--- config.mk ---
export PLATFORM = sky130hd
export DESIGN_NAME = mia_acceptor
export DESIGN_NICKNAME = d
export VERILOG_FILES = /design/src/common/mia_pkg.sv /design/src/verilog/mia_acceptor.sv /design/src/verilog/mia_edge_detect.sv
export VERILOG_INCLUDE_DIRS = /design/src /design/src/common
export SDC_FILE = /design/constraint.sdc
export NUM_CORES = 1
export LEC_CHECK = 0
export ABC_CLOCK_PERIOD_IN_PS = 10700
export BUFFER_PORTS_ARGS = -buffer_cell sky130_fd_sc_hd__buf_2
export CELL_PAD_IN_SITES_DETAIL_PLACEMENT = 1
export CELL_PAD_IN_SITES_GLOBAL_PLACEMENT = 2
export CORE_ASPECT_RATIO = 0.5
export CORE_MARGIN = 2
export CORE_UTILIZATION = 32
export CTS_CLUSTER_DIAMETER = 80
export DETAILED_ROUTE_END_ITERATION = 8
export PLACE_DENSITY_LB_ADDON = 0.1
export SETUP_SLACK_MARGIN = 0.1
export SLEW_MARGIN = 40
export SYNTH_ARGS = -nofsm -noshare
export SYNTH_HDL_FRONTEND = slang
export SYNTH_SLANG_ARGS = --single-unit
export TNS_END_PERCENT = 20
--- constraint.sdc ---
create_clock -name hclk -period 10.7 [get_ports hclk]
set_input_delay 2.675 -clock hclk [delete_from_list [all_inputs] [get_ports hclk]]
set_output_delay 2.675 -clock hclk [all_outputs]
set_load 0.05 [all_outputs]
--- src/common/mia_consts.svh ---
// Register offsets, field positions and reset values of the interrupt acceptance block.
// Included by the testbench and by the design modules; definitions only.
`ifndef MIA_CONSTS_SVH
`define MIA_CONSTS_SVH

// ==========================================================
// Register map (byte addresses, one word each)
`define MIA_OFF_GLOBAL      12'h000
`define MIA_OFF_THRESHOLD   12'h004
`define MIA_OFF_STATUS      12'h008
`define MIA_OFF_MASK        12'h00c
`define MIA_OFF_ACCEPT      12'h010
`define MIA_OFF_CTRL_BASE   12'h040

// ==========================================================
// Source control register fields
`define MIA_FLD_PRIO_LSB    0
`define MIA_FLD_PRIO_MSB    2
`define MIA_FLD_REQ         3
`define MIA_FLD_POL         4
`define MIA_FLD_SENSE       5

// ==========================================================
// Status and mask bit positions
`define MIA_EVT_REQ         0
`define MIA_EVT_ACC         1

// ==========================================================
// Reset values
`define MIA_RST_CTRL        8'h00
`define MIA_RST_THRESHOLD   3'h0
`define MIA_RST_GLOBAL      1'b0
`define MIA_RST_MASK        2'h0

`endif

--- src/common/mia_pkg.sv ---
// Types shared by the interrupt acceptance block.
// Assumes mia_consts.svh is on the include path.
package mia_pkg;
	typedef logic [2:0] mia_level_t;
	typedef logic [7:0] mia_ctrl_t;
	typedef enum logic [1:0] {
		MIA_IDLE,
		MIA_OFFER
	} mia_state_t;
endpackage

--- src/verilog/mia_acceptor.sv ---
// Maskable interrupt acceptance: per-source control registers, global enable,
// processor threshold, highest-level selection, AHB-Lite register slave.
// Assumes AHB-Lite single word transfers and a core that pulses cpu_ack.
`timescale 1ns/1ps
`include "mia_consts.svh"
module mia_acceptor
	import mia_pkg::*;
#(
	parameter int N_SRC = 8
) (
	input  wire logic                 hclk,
	input  wire logic                 hresetn,
	input  wire logic                 hsel,
	input  wire logic [31:0]          haddr,
	input  wire logic [1:0]           htrans,
	input  wire logic                 hwrite,
	input  wire logic [2:0]           hsize,
	input  wire logic [31:0]          hwdata,
	input  wire logic                 hready,
	output logic      [31:0]          hrdata,
	output logic                      hreadyout,
	output logic                      hresp,
	input  wire logic [N_SRC-1:0]     src_in,
	input  wire logic                 cpu_ack,
	output logic                      irq_valid,
	output logic      [7:0]           irq_source,
	output mia_pkg::mia_level_t       irq_level,
	output logic                      irq_out
);
	import mia_pkg::*;

	mia_ctrl_t        ctrl_ff [N_SRC];
	logic             global_en_ff;
	mia_level_t       threshold_ff;
	logic [1:0]       status_ff;
	logic [1:0]       mask_ff;
	logic [7:0]       acc_src_ff;
	mia_state_t       state_ff;
	logic [7:0]       irq_source_ff;
	mia_level_t       irq_level_ff;
	logic             wr_pend_ff;
	logic             rd_pend_ff;
	logic [11:0]      addr_ff;
	logic [31:0]      hrdata_ff;
	logic [N_SRC-1:0] req_pulse;
	logic [N_SRC-1:0] pol_vec;
	logic [N_SRC-1:0] sense_vec;
	logic             best_found;
	logic [7:0]       best_src;
	mia_level_t       best_level;
	logic             addr_phase;
	logic             take_ack;
	logic             any_req;
	logic             offer_ok;
	logic [N_SRC-1:0] pend_vec;
	logic [N_SRC-1:0] ack_hit;

	// ==========================================================
	// Helpers
	function automatic mia_level_t level_of(input mia_ctrl_t c);
		level_of = c[`MIA_FLD_PRIO_MSB:`MIA_FLD_PRIO_LSB];
	endfunction

	function automatic logic is_ctrl(input logic [11:0] a);
		is_ctrl = (a >= `MIA_OFF_CTRL_BASE) &&
			(a < `MIA_OFF_CTRL_BASE + 12'(N_SRC * 4));
	endfunction

	function automatic int ctrl_idx(input logic [11:0] a);
		ctrl_idx = int'((a - `MIA_OFF_CTRL_BASE) >> 2);
	endfunction

	// ==========================================================
	// Request detection
	always_comb begin
		for (int i = 0; i < N_SRC; i++) begin
			pol_vec[i]   = ctrl_ff[i][`MIA_FLD_POL];
			sense_vec[i] = ctrl_ff[i][`MIA_FLD_SENSE];
			pend_vec[i]  = ctrl_ff[i][`MIA_FLD_REQ];
		end
	end

	mia_edge_detect #(
		.N_SRC(N_SRC)
	) u_detect (
		.hclk      (hclk),
		.hresetn   (hresetn),
		.src_in    (src_in),
		.pol_sel   (pol_vec),
		.sense_sel (sense_vec),
		.req_pulse (req_pulse)
	);

	// ==========================================================
	// Arbitration
	always_comb begin
		best_found = 1'b0;
		best_src   = 8'h00;
		best_level = 3'h0;
		offer_ok   = 1'b0;
		for (int i = 0; i < N_SRC; i++) begin
			// Strict compare: level zero never wins, threshold seven blocks all
			if (ctrl_ff[i][`MIA_FLD_REQ] && level_of(ctrl_ff[i]) > threshold_ff &&
				level_of(ctrl_ff[i]) > best_level) begin
				best_found = 1'b1;
				best_src   = 8'(i);
				best_level = level_of(ctrl_ff[i]);
			end
			// Offered source must still qualify at the level it was offered with
			if (irq_source_ff == 8'(i)) begin
				offer_ok = ctrl_ff[i][`MIA_FLD_REQ] && level_of(ctrl_ff[i]) == irq_level_ff &&
					irq_level_ff > threshold_ff;
			end
		end
	end

	// ==========================================================
	// Offer to the core
	assign take_ack = irq_valid && cpu_ack;
	always_comb begin
		for (int i = 0; i < N_SRC; i++) begin
			ack_hit[i] = take_ack && irq_source_ff == 8'(i) && !req_pulse[i];
		end
	end

	always_ff @(posedge hclk or negedge hresetn) begin
		if (!hresetn) begin
			state_ff      <= MIA_IDLE;
			irq_source_ff <= 8'h00;
			irq_level_ff  <= 3'h0;
		end else begin
			unique case (state_ff)
				MIA_IDLE: begin
					if (global_en_ff && best_found) begin
						state_ff      <= MIA_OFFER;
						irq_source_ff <= best_src;
						irq_level_ff  <= best_level;
					end
				end
				MIA_OFFER: begin
					// Back to idle on cpu_ack, global disable or when no source qualifies; otherwise follow the best source
					if (cpu_ack || !global_en_ff || !best_found) begin
						state_ff <= MIA_IDLE;
					end else begin
						irq_source_ff <= best_src;
						irq_level_ff  <= best_level;
					end
				end
			endcase
		end
	end

	assign irq_valid  = (state_ff == MIA_OFFER) && global_en_ff && offer_ok;
	assign irq_source = irq_source_ff;
	assign irq_level  = irq_level_ff;

	// ==========================================================
	// AHB-Lite slave
	assign addr_phase = hsel && hready && htrans[1];
	assign hreadyout  = 1'b1;
	assign hresp      = 1'b0;
	assign hrdata     = hrdata_ff;

	always_ff @(posedge hclk or negedge hresetn) begin
		if (!hresetn) begin
			wr_pend_ff <= 1'b0;
			rd_pend_ff <= 1'b0;
			addr_ff    <= 12'h000;
		end else begin
			wr_pend_ff <= addr_phase && hwrite;
			rd_pend_ff <= addr_phase && !hwrite;
			if (addr_phase) begin
				addr_ff <= haddr[11:0];
			end
		end
	end

	// Read data registered in the address phase, zero for unmapped
	always_ff @(posedge hclk or negedge hresetn) begin
		if (!hresetn) begin
			hrdata_ff <= 32'h0000_0000;
		end else if (addr_phase && !hwrite) begin
			hrdata_ff <= 32'h0000_0000;
			if (haddr[11:0] == `MIA_OFF_GLOBAL) begin
				hrdata_ff <= {31'h0, global_en_ff};
			end else if (haddr[11:0] == `MIA_OFF_THRESHOLD) begin
				hrdata_ff <= {29'h0, threshold_ff};
			end else if (haddr[11:0] == `MIA_OFF_STATUS) begin
				hrdata_ff <= {30'h0, status_ff};
			end else if (haddr[11:0] == `MIA_OFF_MASK) begin
				hrdata_ff <= {30'h0, mask_ff};
			end else if (haddr[11:0] == `MIA_OFF_ACCEPT) begin
				hrdata_ff <= {24'h0, acc_src_ff};
			end else if (is_ctrl(haddr[11:0])) begin
				hrdata_ff <= {24'h0, ctrl_ff[ctrl_idx(haddr[11:0])]};
			end
		end
	end

	// ==========================================================
	// Global enable, threshold and mask
	always_ff @(posedge hclk or negedge hresetn) begin
		if (!hresetn) begin
			global_en_ff <= `MIA_RST_GLOBAL;
			threshold_ff <= `MIA_RST_THRESHOLD;
			mask_ff      <= `MIA_RST_MASK;
		end else if (wr_pend_ff) begin
			if (addr_ff == `MIA_OFF_GLOBAL) begin
				global_en_ff <= hwdata[0];
			end
			if (addr_ff == `MIA_OFF_THRESHOLD) begin
				threshold_ff <= hwdata[2:0];
			end
			if (addr_ff == `MIA_OFF_MASK) begin
				mask_ff <= hwdata[1:0];
			end
		end
	end

	// ==========================================================
	// Source control registers
	always_ff @(posedge hclk or negedge hresetn) begin
		if (!hresetn) begin
			for (int i = 0; i < N_SRC; i++) begin
				ctrl_ff[i] <= `MIA_RST_CTRL;
			end
		end else begin
			for (int i = 0; i < N_SRC; i++) begin
				if (wr_pend_ff && is_ctrl(addr_ff) && ctrl_idx(addr_ff) == i) begin
					ctrl_ff[i][`MIA_FLD_PRIO_MSB:`MIA_FLD_PRIO_LSB] <= hwdata[2:0];
					ctrl_ff[i][`MIA_FLD_POL]   <= hwdata[`MIA_FLD_POL];
					ctrl_ff[i][`MIA_FLD_SENSE] <= hwdata[`MIA_FLD_SENSE];
					ctrl_ff[i][7:6]            <= 2'h0;
					// Zero clears, one leaves alone
					if (!hwdata[`MIA_FLD_REQ]) begin
						ctrl_ff[i][`MIA_FLD_REQ] <= 1'b0;
					end
				end
				if (take_ack && irq_source_ff == 8'(i)) begin
					ctrl_ff[i][`MIA_FLD_REQ] <= 1'b0;
				end
				// New request wins over any clear in the same cycle
				if (req_pulse[i]) begin
					ctrl_ff[i][`MIA_FLD_REQ] <= 1'b1;
				end
			end
		end
	end

	// ==========================================================
	// Event status, mask and interrupt line
	assign any_req = |req_pulse;

	always_ff @(posedge hclk or negedge hresetn) begin
		if (!hresetn) begin
			status_ff  <= 2'h0;
			acc_src_ff <= 8'h00;
		end else begin
			// Clear only what the read reported, so an event in the data phase survives
			if (rd_pend_ff && addr_ff == `MIA_OFF_STATUS) begin
				status_ff <= status_ff & ~hrdata_ff[1:0];
			end
			if (any_req) begin
				status_ff[`MIA_EVT_REQ] <= 1'b1;
			end
			if (take_ack) begin
				status_ff[`MIA_EVT_ACC] <= 1'b1;
				acc_src_ff              <= irq_source_ff;
			end
		end
	end

	assign irq_out = |(status_ff & mask_ff);
endmodule

--- src/verilog/mia_edge_detect.sv ---
// Per-source request detector: edge or level, either polarity.
// Assumes source inputs are synchronous to hclk.
`timescale 1ns/1ps
`include "mia_consts.svh"
module mia_edge_detect #(
	parameter int N_SRC = 8
) (
	input  wire logic             hclk,
	input  wire logic             hresetn,
	input  wire logic [N_SRC-1:0] src_in,
	input  wire logic [N_SRC-1:0] pol_sel,
	input  wire logic [N_SRC-1:0] sense_sel,
	output logic      [N_SRC-1:0] req_pulse
);
	logic [N_SRC-1:0] prev_ff;
	logic [N_SRC-1:0] active;

	// ==========================================================
	// History
	always_ff @(posedge hclk or negedge hresetn) begin
		if (!hresetn) begin
			prev_ff <= '0;
		end else begin
			prev_ff <= src_in;
		end
	end

	// ==========================================================
	// Detection
	// Polarity one means rising or high
	assign active = ~(src_in ^ pol_sel);
	// Edge mode needs the previous sample inactive
	assign req_pulse = active & (sense_sel | ~(prev_ff ^ ~pol_sel));
endmodule
==> results.md <==
- Status: complete, no violations
- Clk buf depth: 2
- Ports: between 100 and 150
- Placed Instance Area: between 7000 and 8000 um^2
- Critical Path Start Type: register
- Synth Flop Type: dfrtp_1
- Clk pin slew, worst setup/hold paths: approximately 60 ps
- Setup CP Type: reg -> reg
- Via density: approximately 5.2
- # DRC: 0
- Switching share of power: between 30% and 40%
- Chip Height: about 110 um
- Setup violations, final: 0
- Largest net degree at the start of global routing: 58
- Nets: approximately 800
- Pwr Total: 1.32 mW
- P_int: approximately 0.80 mW
- Area growth syn-to-layout: 13.7%
- Max-cap violations: 0
- Initial antenna violation count: 0
- Number of global-route vias before repair: slightly above 5000
- Seq/Total Area, Yosys: between 30% and 40%
- Switching pwr: just over 0.5 mW
- Hold Path Origin: hrdata[3]$_DFFE_PN0P_
- Placed cell count: 941
- Global-route wire length before repair: ~31000 um
- Pre-antenna DRT Iters: 7
- Setup crit end kind: register
- Gpl congestion: approximately 0.75
- Layout cell share with drive strength beyond 1: about 28%
- Row count: 36
- Number of synthesized register bits: between 90 and 100
- Wire per inst: 20.3 um
- Worst skew pair latency: 350 ps
- FFs w/ async S/R, synth: 100%
- Worst path max stage delay: roughly 390 ps
- FF-to-FF path depth: between 40 and 50
- Clock sinks: 94
- Worst Skew: 6.56 ps
- End of the worst register-to-register path: irq_source[2]$_DFFE_PN0P_
- Num CTS Buffers: 9
- Minimum clock period after layout: approximately 10000 ps
- Leak: ~3.3 nW
- Die area: around 22000 um^2
- Initial DRC count: 257
- Synth unique cells: 71
- Final non-filler cell total: about 960
- Final Slew Violations: 0
- Final period util: between 90 and 100%
- Register-to-Register Setup Slack: 720 ps
- Chip Width: 206 um
- Final instance area: ~7400 um^2
- Share of the synthesized area in the top cell type: between 30% and 40%
- CTS root buf: clkbuf_16
- DP Wirelength: ~15000 um
- Port Buffer Count: between 40 and 50
- Synth area leader: dfrtp_1
- Hold Violations, Final: 0
- Starting Density: between 30% and 40%
- H-tree depth: 3
- Unrepaired setup endpoints after global routing: false
- Via Count: between 4000 and 5000
- Worst vdd ir: 0.0710 mV
- Post-synth EDFFs: 0
- GRT overflow: 0
- Power Dens Cells: roughly 180 nW/um^2
- CP max FO: 7
- Hold path depth: 2
- Flop pwr share: between 30 and 40%
- CORE AREA: just under 20000 um^2
- Crit-path slowest cell: dfrtp_1
- Crit path DAT: 10220 ps
- Syn Std Cell Area: approximately 6500 um^2
- Ranking of synthesized cells by area: dfrtp_1 (36%), mux2_2 (10%), ha_1 (8.2%)
- HP Class: reg -> reg
- Max_slew headroom: 53.7%
- Clock power frac: ~25%
- Critical R2R Launch: threshold_ff[1]$_DFFE_PN0P_
- Synth warn: 0
- Fmax: approximately 100 MHz
- Top-count cell post-synth: dfrtp_1
- DRT antenna net count: 0
- Post-Route WL: 19600 um
- Cells after Synth: between 600 and 700
- Final setup TNS: 0 ps
- Combinational share of power: roughly 38%
- Slew at the pin closest to its max-slew limit: between 600 and 700 ps
- CTS tree: yes
- WP data required: ~11000 ps
- Ant diodes: 0
- Synth top cells by count: dfrtp_1 (94), mux2_2 (59), ha_1 (43)
- Syn_area_per_cell: ~10 um^2
- CP most frequent cell: ha_1
- All-Layer GR Usage: 19.2%
- Hold EP: hrdata[3]$_DFFE_PN0P_
## cells in the final DEF (no fill, tap or decap), drive strengths merged, types with 13 or more instances in the layout
master  synthesis  final
a21oi          23     23
buf            40     69
clkbuf         13     13
conb            2     33
dfrtp          94     94
ha             43     43
inv            33     33
mux2           67     67
mux4           13     13
nand2          41     41
nand2b         13     13
nand3          29     29
nor2           29     29
o21ai          30     30
## power by group through the flow
stage          Combinational, mW  Sequential [mW]  Clock [mW]
2_1_floorplan              0.372            0.468           0
3_3_place_gp               0.473            0.489           0
3_5_place_dp               0.481            0.491           0
4_1_cts                    0.485            0.484       0.345
5_1_grt                    0.550            0.494       0.362
6_report                   0.498            0.485       0.334
## critical path, delay by kind of cell, from the launching register on
kind / cells / cell delay (ps)
adder cells (fa/ha/maj): 8 / 2330
AND/OR/NAND/NOR: 14 / 1960
multiplexers: 3 / 940
AO/OA/AOI/OAI: 17 / 3430
flip-flops: 1 / 390
buffers and inverters: 6 / 770
## repair_timing
action | in CTS | in global routing
setup endpoints to repair | 5 | 7
endpoints found under the hold margin | 0 | 0
pin swaps | 1 | 5
gates resized for setup | 1 | 12
hold buffers | 0 | 0
setup buffers | 1 | 5
## kinds of logic (layout without fill, tap and decap cells)
family / count (synthesis) / after routing / synth area share [%]
AO/OA/AOI/OAI: 118 / 118 / 13.3
XOR/XNOR: 24 / 24 / 3.22
adder cells (fa/ha/maj): 43 / 43 / 8.23
buffers and inverters: 86 / 118 / 7.14
flip-flops: 94 / 94 / 36.0
multiplexers: 85 / 85 / 17.3
other: 2 / 33 / 0.115
AND/OR/NAND/NOR: 182 / 182 / 14.7
## cell type report
class	count	area, um^2
Clock buffer	13	260
Clock inverter	3	42.5
Fill cell	2234	12300
Inverter	33	124
Multi-Input combinational cell	485	3890
Sequential cell	94	2350
Tap cell	266	333
Timing Repair Buffer	69	422
## flip-flops by register name, summed over array words and instances (netlist names)
name and cells:
hrdata 6, wr_pend_ff 1, threshold_ff 3, global_en_ff 1, state_ff 1, rd_pend_ff 1, u_detect.prev_ff 8, irq_level 3
addr_ff 12, irq_source 3, status_ff 2, acc_src_ff 3, ctrl_ff 48, mask_ff 2
## per-layer routing
metal | wire length, um | track usage [%] | vias up | share of wire (%)
met5 | 0 | 0 | - | 0
li1 | - | - | 2371 | -
met4 | 184 | 3.83 | 0 | 0.94
met1 | 10200 | 29.0 | 2523 | 52
met2 | 8460 | 28.6 | 81 | 43
met3 | 695 | 3.12 | 15 | 3.6
## how the worst max path moves through the flow
stage / startpoint / to / cells past startpoint
2_1_floorplan: threshold_ff[2]$_DFFE_PN0P_ / irq_level[1]$_DFFE_PN0P_ / 50
3_3_place_gp: threshold_ff[1]$_DFFE_PN0P_ / irq_level[1]$_DFFE_PN0P_ / 47
3_5_place_dp: threshold_ff[1]$_DFFE_PN0P_ / irq_source[2]$_DFFE_PN0P_ / 47
4_1_cts: threshold_ff[1]$_DFFE_PN0P_ / irq_source[2]$_DFFE_PN0P_ / 48
5_1_grt: threshold_ff[2]$_DFFE_PN0P_ / irq_source[2]$_DFFE_PN0P_ / 51
6_report: threshold_ff[1]$_DFFE_PN0P_ / irq_source[2]$_DFFE_PN0P_ / 48
## stage by stage
stage	utilization [%]	hold WS [ps]	worst slack, ps
2_1_floorplan	-	471	604
3_3_place_gp	35.5	489	19.1
3_5_place_dp	35.5	491	-39.9
4_1_cts	37.1	507	178
5_1_grt	37.6	517	75.3
6_report	37.6	504	721
No activity file was read; power rests on OpenSTA's default activity.
